--- config.mk ---
export PLATFORM = sky130hd
export DESIGN_NAME = dig_cmd_top
export DESIGN_NICKNAME = d
export VERILOG_FILES = /design/src/design/dig_spin_ctl.v /design/src/design/dig_cmd_top.v
export VERILOG_INCLUDE_DIRS = /design/src /design/src/design
export SDC_FILE = /design/constraint.sdc
export NUM_CORES = 1
export LEC_CHECK = 0
export BUFFER_PORTS_ARGS = -buffer_cell sky130_fd_sc_hd__buf_2
export CAP_MARGIN = 15
export CORE_MARGIN = 2
export CORE_UTILIZATION = 47
export CTS_CLUSTER_DIAMETER = 30
export DETAILED_ROUTE_END_ITERATION = 7
export GPL_TIMING_DRIVEN = 0
export PLACE_DENSITY = 0.8
export SYNTH_ARGS = -nofsm -noshare
export SYNTH_HDL_FRONTEND = slang
export SYNTH_SLANG_ARGS = --single-unit
--- constraint.sdc ---
create_clock -name clk -period 2.1 [get_ports clk]
set_input_delay 0.105 -clock clk [delete_from_list [all_inputs] [get_ports clk]]
set_output_delay 0.105 -clock clk [all_outputs]
set_load 0.01 [all_outputs]
--- src/design/dig_consts.vh ---
// constants for the idle/geometry/queued non-data command interpreter
// assumes command-block registers are presented in parallel with a one-cycle command strobe
// Summary of operation
// - immediate-idle opcode enters Idle at once and completes with no timer wait.
// - entering Idle spins spindle up unless it already turns.
// - in Idle the media spins and new commands are accepted without delay.
// - immediate idle leaves standby timeout value and its enable untouched.
// - geometry opcode latches sectors per track and heads minus one.
// - sectors from sector count, heads minus one from device/head low nibble.
// - sector count zero means zero sectors per track, not 256.
// - current geometry is shown in the identify current-geometry words.
// - geometry persists until next geometry command, a reverting soft reset or power loss.
// - soft reset clears geometry only when revert-to-defaults option is set.
// - queued non-data command behaviour follows the selected subcommand.
// - subcommands 0h queue abort and 1h deadline handling are supported.
// - subcommand from feature bits 3-0, parameters in bits 7-4.
`ifndef DIG_CONSTS_VH
`define DIG_CONSTS_VH
`define DIG_OP_IDLE_IMM_A   8'hE1
`define DIG_OP_IDLE_IMM_B   8'h95
`define DIG_OP_INIT_GEOM    8'h91
`define DIG_OP_NCQ_NONDATA  8'h63
`define DIG_SUB_ABORT       4'h0
`define DIG_SUB_DEADLINE    4'h1
`define DIG_ABORT_TYPE_MAX  4'h3
`define DIG_ERR_ABORTED     2
`define DIG_ERR_UNCORRECTABLE  6
`define DIG_ERR_SECT_NOT_FOUND 4
`define DIG_ST_BUSY         7
`define DIG_ST_READY        6
`define DIG_ST_SEEK_DONE    4
`define DIG_ST_ERR          0
`define DIG_GEOM_SECT_RST   8'h00
`define DIG_GEOM_HEAD_RST   4'h0
`define DIG_SPINUP_CYCLES   16'h0010
`endif

--- src/design/dig_spin_ctl.v ---
// spindle model: spin-up sequence from stopped to at-speed
// assumes a start request pulse; reports at-speed as a level
`timescale 1ns/1ps
`include "dig_consts.vh"
module dig_spin_ctl #(
	parameter [15:0] SPINUP_CYCLES = `DIG_SPINUP_CYCLES
) (
	// clock and reset
	input  wire        clk,
	input  wire        sys_rst,
	// control
	input  wire        spin_req,
	output reg         at_speed_q,
	output reg         spinning_up_q
);
	reg [15:0] cnt_q;
	always @(posedge clk) begin
		if (sys_rst) begin
			at_speed_q    <= 1'b0;
			spinning_up_q <= 1'b0;
			cnt_q         <= 16'h0000;
		end else if (spinning_up_q) begin
			if (cnt_q == SPINUP_CYCLES - 16'h0001) begin
				spinning_up_q <= 1'b0;
				at_speed_q    <= 1'b1;
			end
			cnt_q <= cnt_q + 16'h0001;
		end else if (spin_req && !at_speed_q) begin
			spinning_up_q <= 1'b1;
			cnt_q         <= 16'h0000;
		end
	end
endmodule // dig_spin_ctl

--- src/design/dig_cmd_top.v ---
// command interpreter for immediate idle, geometry set and queued non-data
// assumes host task file arrives as parallel bytes qualified by cmd_stb, one clock
// soft reset controls may come from the host side, so they are resynchronised
`timescale 1ns/1ps
`include "dig_consts.vh"
module dig_cmd_top (
	// clock and reset
	input  wire       clk,
	input  wire       sys_rst,
	input  wire       soft_rst,
	input  wire       revert_defaults,
	// command block in
	input  wire       cmd_stb,
	input  wire [7:0] cmd_code,
	input  wire [7:0] cmd_feature,
	input  wire [7:0] cmd_sect_cnt,
	input  wire [7:0] cmd_sect_num,
	input  wire [7:0] cmd_dev_head,
	// standby timer settings held elsewhere
	input  wire [7:0] standby_timeout,
	input  wire       standby_enable,
	// queue state
	input  wire       ncq_enabled,
	input  wire [4:0] max_queue_tag,
	// results
	output reg  [7:0] command_error_flags_q,
	output reg  [7:0] command_status_flags_q,
	output reg        cmd_done_q,
	output reg        idle_mode_q,
	output reg  [7:0] geom_sectors_q,
	output reg  [3:0] geom_heads_m1_q,
	output reg  [15:0] ident_word54_q,
	output reg  [15:0] ident_word55_q,
	output reg  [15:0] ident_word56_q,
	output reg        queue_abort_q,
	output reg  [3:0] abort_type_q,
	output reg  [4:0] abort_target_slot_q,
	output reg        deadline_req_q,
	output reg  [3:0] deadline_param_q,
	output reg  [7:0] timeout_seen_q,
	output reg        timeout_en_seen_q
);
	localparam [1:0] S_IDLE = 2'd0;
	localparam [1:0] S_SPIN = 2'd1;
	localparam [1:0] S_DONE = 2'd2;

	reg  [1:0] state_q;
	reg        pend_err_q;
	reg        spin_req_q;
	wire       at_speed;
	wire       spinning_up;
	// two-stage capture of the soft reset controls
	reg        soft_rst_m_q;
	reg        soft_rst_s_q;
	reg        revert_m_q;
	reg        revert_s_q;

	wire       is_idle     = (cmd_code == `DIG_OP_IDLE_IMM_A) || (cmd_code == `DIG_OP_IDLE_IMM_B);
	wire [3:0] sub         = cmd_feature[3:0];
	wire [3:0] subprm      = cmd_feature[7:4];
	wire [4:0] tag         = cmd_sect_cnt[7:3];
	wire [4:0] target_slot = cmd_sect_num[7:3];

	// command decode, only acted on in the cycle a command is taken
	wire       cmd_take    = cmd_stb && (state_q == S_IDLE);
	wire       is_geom     = (cmd_code == `DIG_OP_INIT_GEOM);
	wire       is_ncq      = (cmd_code == `DIG_OP_NCQ_NONDATA);
	// abort refusals: queue off, unknown type, bad target on a selected abort
	wire       type_bad    = (subprm > `DIG_ABORT_TYPE_MAX);
	wire       sel_abort   = (subprm == `DIG_ABORT_TYPE_MAX);
	wire       target_bad  = (target_slot == tag) || (target_slot > max_queue_tag);
	wire       abort_bad   = !ncq_enabled || type_bad || (sel_abort && target_bad);
	// geometry loaded by its command, dropped only by sys_rst or a reverting soft reset
	wire       geom_load   = cmd_take && is_geom;
	wire       geom_clear  = soft_rst_s_q && revert_s_q;
	// logical heads reported as heads minus one plus one
	wire [4:0] heads_now   = {1'b0, geom_heads_m1_q} + 5'h01;

	// spindle model; at speed stays set once reached
	dig_spin_ctl #(
		.SPINUP_CYCLES (`DIG_SPINUP_CYCLES)
	) u_spin (
		.clk           (clk),
		.sys_rst       (sys_rst),
		.spin_req      (spin_req_q),
		.at_speed_q    (at_speed),
		.spinning_up_q (spinning_up)
	);

	// command sequencer: take, optional spin-up, completion
	always @(posedge clk) begin
		if (sys_rst) begin
			state_q                <= S_IDLE;
			pend_err_q             <= 1'b0;
			spin_req_q             <= 1'b0;
			command_error_flags_q  <= 8'h00;
			command_status_flags_q <= 8'h00;
			cmd_done_q             <= 1'b0;
			idle_mode_q            <= 1'b0;
			queue_abort_q          <= 1'b0;
			abort_type_q           <= 4'h0;
			abort_target_slot_q    <= 5'h00;
			deadline_req_q         <= 1'b0;
			deadline_param_q       <= 4'h0;
			timeout_seen_q         <= 8'h00;
			timeout_en_seen_q      <= 1'b0;
		end else begin
			cmd_done_q     <= 1'b0;
			queue_abort_q  <= 1'b0;
			deadline_req_q <= 1'b0;
			spin_req_q     <= 1'b0;
			// timer settings only mirrored, never written here
			timeout_seen_q    <= standby_timeout;
			timeout_en_seen_q <= standby_enable;
			command_status_flags_q[`DIG_ST_READY]     <= at_speed;
			command_status_flags_q[`DIG_ST_SEEK_DONE] <= at_speed;
			case (state_q)
			S_IDLE: begin
				if (cmd_stb) begin
					// a new command clears the previous outcome
					command_status_flags_q[`DIG_ST_BUSY] <= 1'b1;
					command_status_flags_q[`DIG_ST_ERR]  <= 1'b0;
					command_error_flags_q <= 8'h00;
					pend_err_q <= 1'b0;
					state_q    <= S_DONE;
					if (is_idle) begin
						idle_mode_q <= 1'b1;
						if (!at_speed) begin
							spin_req_q <= 1'b1;
							state_q    <= S_SPIN;
						end
					end else if (is_geom) begin
						// geometry latch handled below
					end else if (is_ncq) begin
						case (sub)
						`DIG_SUB_ABORT: begin
							if (abort_bad)
								pend_err_q <= 1'b1;
							else begin
								queue_abort_q       <= 1'b1;
								abort_type_q        <= subprm;
								// target slot only has meaning for a selected abort
								if (sel_abort)
									abort_target_slot_q <= target_slot;
							end
						end
						`DIG_SUB_DEADLINE: begin
							if (!ncq_enabled)
								pend_err_q <= 1'b1;
							else begin
								deadline_req_q   <= 1'b1;
								deadline_param_q <= subprm;
							end
						end
						default: pend_err_q <= 1'b1;
						endcase
					end else begin
						pend_err_q <= 1'b1;
					end
				end
			end
			S_SPIN: begin
				// busy holds until the spindle reports at speed
				if (at_speed && !spinning_up && !spin_req_q)
					state_q <= S_DONE;
			end
			S_DONE: begin
				// release busy and post the outcome; no media access, so data errors stay clear
				command_status_flags_q[`DIG_ST_BUSY] <= 1'b0;
				command_status_flags_q[`DIG_ST_ERR]  <= pend_err_q;
				command_error_flags_q[`DIG_ERR_ABORTED] <= pend_err_q;
				command_error_flags_q[`DIG_ERR_UNCORRECTABLE]  <= 1'b0;
				command_error_flags_q[`DIG_ERR_SECT_NOT_FOUND] <= 1'b0;
				cmd_done_q <= 1'b1;
				state_q    <= S_IDLE;
			end
			default: state_q <= S_IDLE;
			endcase
		end
	end

	// soft reset controls from the host side; two flops before use
	always @(posedge clk) begin
		if (sys_rst) begin
			soft_rst_m_q <= 1'b0;
			soft_rst_s_q <= 1'b0;
			revert_m_q   <= 1'b0;
			revert_s_q   <= 1'b0;
		end else begin
			soft_rst_m_q <= soft_rst;
			soft_rst_s_q <= soft_rst_m_q;
			revert_m_q   <= revert_defaults;
			revert_s_q   <= revert_m_q;
		end
	end

	// geometry survives sys_rst-free operation; cleared only per soft reset option
	always @(posedge clk) begin
		if (sys_rst) begin
			geom_sectors_q  <= `DIG_GEOM_SECT_RST;
			geom_heads_m1_q <= `DIG_GEOM_HEAD_RST;
		end else if (geom_clear) begin
			geom_sectors_q  <= `DIG_GEOM_SECT_RST;
			geom_heads_m1_q <= `DIG_GEOM_HEAD_RST;
		end else if (geom_load) begin
			geom_sectors_q  <= cmd_sect_cnt;
			geom_heads_m1_q <= cmd_dev_head[3:0];
		end
	end

	// identify current geometry words
	always @(posedge clk) begin
		if (sys_rst) begin
			ident_word54_q <= 16'h0000;
			ident_word55_q <= 16'h0000;
			ident_word56_q <= 16'h0000;
		end else begin
			ident_word54_q <= 16'h0000;
			ident_word55_q <= {11'h000, heads_now};
			ident_word56_q <= {8'h00, geom_sectors_q};
		end
	end
endmodule // dig_cmd_top

==> flow_summary_export.csv, run 1 <==
group,metric,value,unit
status,run_status,"completed",
logic_synthesis,synthTopCellsByArea,"dfxtp_1 44%, buf_4 10%, mux2i_1 4.4%",
timing,setup_viol,0,
critical_path,worst_path_cell_with_the_longest_stage_delay,"or3b_4",
logic_synthesis,yosys.cell_types.count,51,
critical_path,cp.arrival,2.14,ns
die,design.die.area,8394,µm²
timing,clock_skew,0.009596,ns
critical_path,cp_cell_sequence,"or3b_4, nor4b_4, o2111ai_2, o21ai_0, a21oi_1",
power,leakagePower,2.379,nW
logic_synthesis,post-synth-top-count-cell,"dfxtp_1",
timing,setup_ws,0.1828,ns
logic_synthesis,mappedNetlistArea,3608,µm²
logic_synthesis,netlist.area_leader.share,0.4438,
global_routing,maximum_number_of_pins_on_one_net_before_global_route_repair,15,
clocking,cts_inserted_buffers,9,
critical_path,critPathKind,"reg2reg",
clocking,source_to_sink_clock_delay_at_the_later_pin_of_the_worst_skew_pair,0.35,ns
clocking,tritoncts,"built",
critical_path,ff2ff_setup_slack,0.18,ns
min_path,worst_hold_path.num_cells,3,
power,power_density,672.6,nW/µm²
place,placedCellCount,643,
route,remaining_drc_errors,0,
finish,num_antenna_cells,0,
logic_synthesis,synth_cells,391,
place,finalWeightedCongestion,0.8197,
min_path,hold_path.class,"in2reg",
timing,fin_setup_tns,0,ns
critical_path,cpPeakStageDelay,0.44,ns
die,die_width,91.62,µm
place,buffer_ports.inserted,108,
die,floorplan.die.height,91.62,µm
min_path,timing.hold.worst.start,"cmd_dev_head[1]",
global_routing,antenna_found_initial,0,
timing,whs,0.008461,ns
die,floorplan.initialDensity,0.4922,
timing,min_period,1.917,ns
finish,finish.net_count,635,
logic_synthesis,avgSynthCellArea,9.229,µm²
logic_synthesis,seq_area_frac_synth,0.4438,
min_path,hold-path-endpoint,"geom_heads_m1_q[1]",
flow_run,maximum_capacitance_violations,0,
critical_path,crit_path_start_kind,"flip-flop",
critical_path,critical_path.reg2reg.endpoint,"abort_target_slot_q[1]",
global_routing,global_route.usage.total,0.2134,
logic_synthesis,synth-edff-count,0,
route,wl_per_cell,13.48,µm
logic_synthesis,ys_dominant_reg_cell,"dfxtp_1",
critical_path,critical_path_required,2.32,ns
clocking,cts_resized,0,
timing,max_freq,521.6,MHz
clocking,root_buffer,"clkbuf_8",
timing,final.period_utilization,0.9130,
power,vdd_drop_max,359.4,µV
place,dpl_worst_slack,0.2198,ns
critical_path,critPathCaptureType,"flip-flop",
global_routing,first_pass_grt_wire_length,14530,µm
die,ioPinCount,162,
die,placement_rows,31,
clocking,cts_max_level,3,
timing,hold_viol_final,0,
route,drt_pre_antenna_iters,4,
logic_synthesis,netlist.top_cell.by_area,"dfxtp_1",
clocking,cts_num_sinks,80,
clocking,ctsLongestPathBuffers,2,
global_routing,grt_pass1_vias,3173,
finish,final_layout_size_suffix_gt1_frac,0.3304,
route,drtIter0Drc,205,
global_routing,globalRouteOverflowTotal,0,
route,vias,3289,
place,detailed_place_hpwl,6715,µm
critical_path,start_of_the_worst_register_to_register_path,"state_q[0]",
timing,rsz0062_at_grt,"no",
finish,fin_cells,671,
finish,area_delta_synth_final,33.32,%
die,core_outline_area,7331,µm²
route,viasPerCell,4.902,
critical_path,crit_path_max_fanout,6,
logic_synthesis,asyncSetResetFlopFracSynth,0,
timing,max_transition_margin,0.5941,
clocking,cts.reportedPaths.clkPinSlew,0.08,ns
timing,tightest_slew,0.6006,ns
critical_path,rr_worst_depth,5,
route,antenna_violating_nets_post_route,0,
timing,timing.final.max_slew_violations,0,
logic_synthesis,synth.ff_latch_count,80,
logic_synthesis,synth-warning-count,0,
route,route.final.wire_length,9043,µm
logic_synthesis,synthTopCellsByCount,"80 x dfxtp_1, 48 x buf_4, 36 x nor2_1",
## worst max-delay path, delay by kind of cell, from the launching register on
family	cells	cell delay [ns]
AOI/OAI and AO/OA	3	0.56
and+or+nand+nor	2	0.87
DFF	1	0.36
## worst max-delay path by stage
stage,start,endpoint,slack (ns),depth (start not counted)
2_1_floorplan,state_q[0],abort_target_slot_q[0],0.43,5
3_3_place_gp,state_q[0],abort_target_slot_q[4],0.26,5
3_5_place_dp,state_q[0],abort_target_slot_q[1],0.22,5
4_1_cts,state_q[0],abort_target_slot_q[1],0.20,5
5_1_grt,state_q[0],abort_target_slot_q[1],0.04,5
6_report,state_q[0],abort_target_slot_q[1],0.18,5
## kinds of logic after synthesis
kind of cell    count (synthesis)  share of synthesized area
compound gates                 53                    0.09085
xor+xnor                       11                    0.02670
fa+ha+maj                       7                    0.02427
buf+inv                        74                     0.1279
flops                          80                     0.4438
mux                            18                    0.05062
other cells                     1                   0.001039
simple gates                  147                     0.2347
## per-stage QoR
step             util  instance area, µm²  total power (W)
2_1_floorplan       -                3777         0.001777
3_3_place_gp   0.6059                4442         0.001873
3_5_place_dp   0.6059                4442         0.001879
4_1_cts        0.6563                4811         0.003239
5_1_grt        0.6563                4811         0.003348
6_report       0.6563                4811         0.003236
## layout by cell type, fill, tap and decap left out, drive strengths merged, types with 15 or more instances in the layout
cell type / Yosys / layout
a21oi: 25 / 25
buf: 52 / 160
clkbuf: 9 / 18
conb: 1 / 46
dfxtp: 80 / 80
inv: 13 / 15
mux2i: 16 / 16
nand2: 15 / 15
nor2: 36 / 36
nor2b: 25 / 25
## area by class of cell
cell class | count | area [µm²]
timing repair buffer | 121 | 670.6
sequential | 80 | 1602
inverter | 13 | 48.80
tap | 99 | 123.9
multi-input combinational | 282 | 1714
clock buffer | 9 | 123.9
clock inverter | 6 | 115.1
fill | 618 | 2520
buffer | 61 | 412.9
## where the power goes
| part | switching [W] | leakage, nW | internal, W | total [W] |
|---|---|---|---|---|
| clock network | 0.000574 | 0.116 | 0.000791 | 0.00137 |
| registers | 0.00000774 | 0.649 | 0.00154 | 0.00154 |
| logic | 0.000166 | 1.61 | 0.000162 | 0.000328 |
## what timing repair did
item	CTS	global route
hold endpoints to repair	13	0
hold buffers	13	0
buffers inserted	0	0
## layer usage
| metal | track usage | part of all wire |
|---|---|---|
| met5 | 0 | 0 |
| met4 | 0.06944 | 0.015 |
| met3 | 0.05341 | 0.060 |
| met2 | 0.3946 | 0.53 |
| met1 | 0.2374 | 0.39 |
## registers in the layout, summed over array words and instances, names as in the netlist, 2 cells and up
register                count
state_q                     2
abort_type_q                4
deadline_param_q            4
geom_sectors_q              8
timeout_seen_q              8
ident_word56_q              8
command_status_flags_q      3
u_spin.cnt_q               16
ident_word55_q              5
abort_target_slot_q         5
geom_heads_m1_q             4
Power figures use the tool's default switching activity.
==> run 2, diff against run 1 <==
Settings changed: CORE_MARGIN 2 to 10, SLEW_MARGIN set to 30.
Clock period 2.1 ns to 1.9 ns, I/O delays scaled along.
==> run 2 against run 1 <==
Effect of this change: core utilization is 0.091 points lower; final cell count rose by 0.89%; die area rose by 38%; register-to-register slack lost 0.14 ns; final area increased by 0.39%; critical path depth is 1 higher; global-route usage decreased by 4.6 points; non-clock buffer count is 5 higher; clock-buffer cell count is 3 higher; critical path type unchanged.
==> flow_summary_export.csv, run 2 (same netlist as run 1, synthesis figures left out) <==
group,metric,value,unit
power,vdd_drop_max,439.8,µV
timing,rsz0062_at_grt,"yes",
power,total_power,0.003360,W
timing,min_period,1.853,ns
timing,hold_viol_final,0,
clocking,tritoncts,"built",
flow_run,maximum_capacitance_violations,0,
finish,final_area,4830,µm²
timing,max_transition_margin,0.6135,
critical_path,start_of_the_worst_register_to_register_path,"state_q[0]",
power,swShare,0.2381,
route,remaining_drc_errors,0,
place,detailed_place.area,4442,µm²
clocking,cts.reportedPaths.clkPinSlew,0.08,ns
finish,area_delta_synth_final,33.84,%
clocking,cts_inserted_buffers,9,
min_path,worst_hold_path.num_cells,3,
power,power_density,695.8,nW/µm²
critical_path,worst_path_cell_with_the_longest_stage_delay,"or3b_4",
timing,final.period_utilization,0.9753,
place,placedCellCount,643,
clocking,cts_max_level,3,
timing,timing.final.max_slew_violations,0,
finish,most-common-layout-cells,"111 x buf_2, 78 x dfxtp_1, 49 x buf_4",
finish,finish.net_count,640,
global_routing,globalRouteOverflowTotal,0,
route,antenna_violating_nets_post_route,0,
die,floorplan.die.height,107.6,µm
critical_path,critical-path-top-delay-family,"simple AND/OR/NAND/NOR gates",
power,leakagePower,2.380,nW
critical_path,critical_path.reg2reg.endpoint,"abort_target_slot_q[3]",
die,design.die.area,11580,µm²
global_routing,antenna_found_initial,0,
finish,fin_cells,677,
timing,tightest_slew,0.5770,ns
die,floorplan.initialDensity,0.4896,
timing,setup_viol,0,
die,ioPinCount,162,
critical_path,critPathCaptureType,"flip-flop",
die,placement_rows,31,
global_routing,first_pass_grt_wire_length,15900,µm
min_path,hold-path-endpoint,"deadline_param_q[2]",
power,power.sequential.fraction,0.508,
place,buffer_ports.inserted,108,
place,detailed_place_hpwl,7750,µm
place,finalWeightedCongestion,0.8706,
power,cell_internal_pwr,0.002560,W
power,power.net_switching,0.0008000,W
timing,clock_skew,0.008479,ns
die,die_width,107.6,µm
finish,register_containing_the_most_flip_flops_in_the_final_layout,"u_spin.cnt_q",
min_path,hold_path.class,"in2reg",
critical_path,critPathKind,"reg2reg",
global_routing,maximum_number_of_pins_on_one_net_before_global_route_repair,14,
clocking,root_buffer,"clkbuf_8",
route,wl_per_cell,14.76,µm
critical_path,critical_path_required,2.17,ns
route,viasPerCell,4.836,
critical_path,cpPeakStageDelay,0.43,ns
clocking,source_to_sink_clock_delay_at_the_later_pin_of_the_worst_skew_pair,0.34,ns
die,core_outline_area,7370,µm²
critical_path,crit_path_start_kind,"flip-flop",
clocking,ctsLongestPathBuffers,2,
clocking,cts_num_sinks,80,
timing,max_freq,539.7,MHz
critical_path,ff2ff_setup_slack,0.05,ns
critical_path,critPathBufInv,1,
global_routing,global_route.usage.total,0.1679,
critical_path,cp_cell_sequence,"or3b_4, nor4b_4, buf_4, and2_4, nand4_1, a21oi_1",
critical_path,rr_worst_depth,6,
route,drtIter0Drc,151,
finish,largest_register_ff_count,16,
min_path,timing.hold.worst.start,"cmd_feature[6]",
status,run_status,"completed",
route,drt_pre_antenna_iters,4,
route,vias,3274,
power,power_frac_clock,0.381,
route,route.final.wire_length,9990,µm
power,p_comb_frac,0.111,
timing,whs,0.007043,ns
finish,mostFrequentLayoutCell,"buf_2",
global_routing,grt_pass1_vias,3322,
critical_path,crit_path_max_fanout,6,
finish,num_antenna_cells,0,
critical_path,cp.arrival,2.12,ns
finish,final_layout_size_suffix_gt1_frac,0.3322,
[run 2: cell types whose count changed in the layout (fill, tap and decap cells not counted), sizes merged]
cell         before  now
dlygate4sd3      13   17
clkbuf           18   21
bufinv            3    1
clkinvlp          1    3
inv              15   13
buf             160  161
[run 2: metal layers]
metal  up-vias  GRT usage  routed length, µm
met5         -          0                  0
met4         0    0.05630                101
met3        10    0.06228                866
met2       134     0.2984               5214
met1      1505     0.1785               3808
li1       1625          -                  -
[run 2: power groups by stage]
stage	registers (W)	clock network [W]	logic (W)
final	0.00171	0.00128	0.000374
after global routing	0.00171	0.00136	0.000412
after CTS	0.00171	0.00130	0.000363
after detailed placement	0.00175	0	0.000335
after global placement	0.00174	0	0.000328
after floorplan	0.00175	0	0.000213
[run 2: final cells by class]
class | instances | area [µm²]
inverters | 13 | 48.80
plain buffers | 61 | 412.9
well taps | 99 | 123.9
clock inverters | 4 | 52.55
flip-flops and latches | 80 | 1604
fillers | 646 | 2540
clock buffers | 12 | 155.1
multi-input cells | 282 | 1714
repair buffers | 126 | 718.2
[run 2: what timing repair did]
action                     CTS  global route
gates resized for setup      0             2
setup endpoints to repair    0             7
setup buffers                0             1
hold endpoints to repair    17             0
hold buffers                17             0
[run 2: per-stage QoR]
step	utilization	TNS [ns]	setup WS, ns
2_1_floorplan	-	0	0.2283
3_3_place_gp	0.6027	0	0.06598
4_1_cts	0.6540	0	0.02041
5_1_grt	0.6553	-0.06226	-0.01987
6_report	0.6553	0	0.04700
3_5_place_dp	0.6027	0	0.03307
[run 2: worst min-delay path: stages]
cell     delay [ns]
buf_2          0.09
mux2i_1        0.06
nor2_1         0.07
[run 2: worst max path at each step]
stage | from | to | slack, ns | cells past startpoint
2_1_floorplan | state_q[0] | abort_target_slot_q[0] | 0.23 | 5
3_3_place_gp | state_q[0] | abort_target_slot_q[0] | 0.07 | 5
3_5_place_dp | state_q[0] | abort_target_slot_q[4] | 0.03 | 5
4_1_cts | state_q[0] | abort_target_slot_q[0] | 0.02 | 5
5_1_grt | state_q[0] | abort_target_slot_q[2] | -0.02 | 6
6_report | state_q[0] | abort_target_slot_q[3] | 0.05 | 6
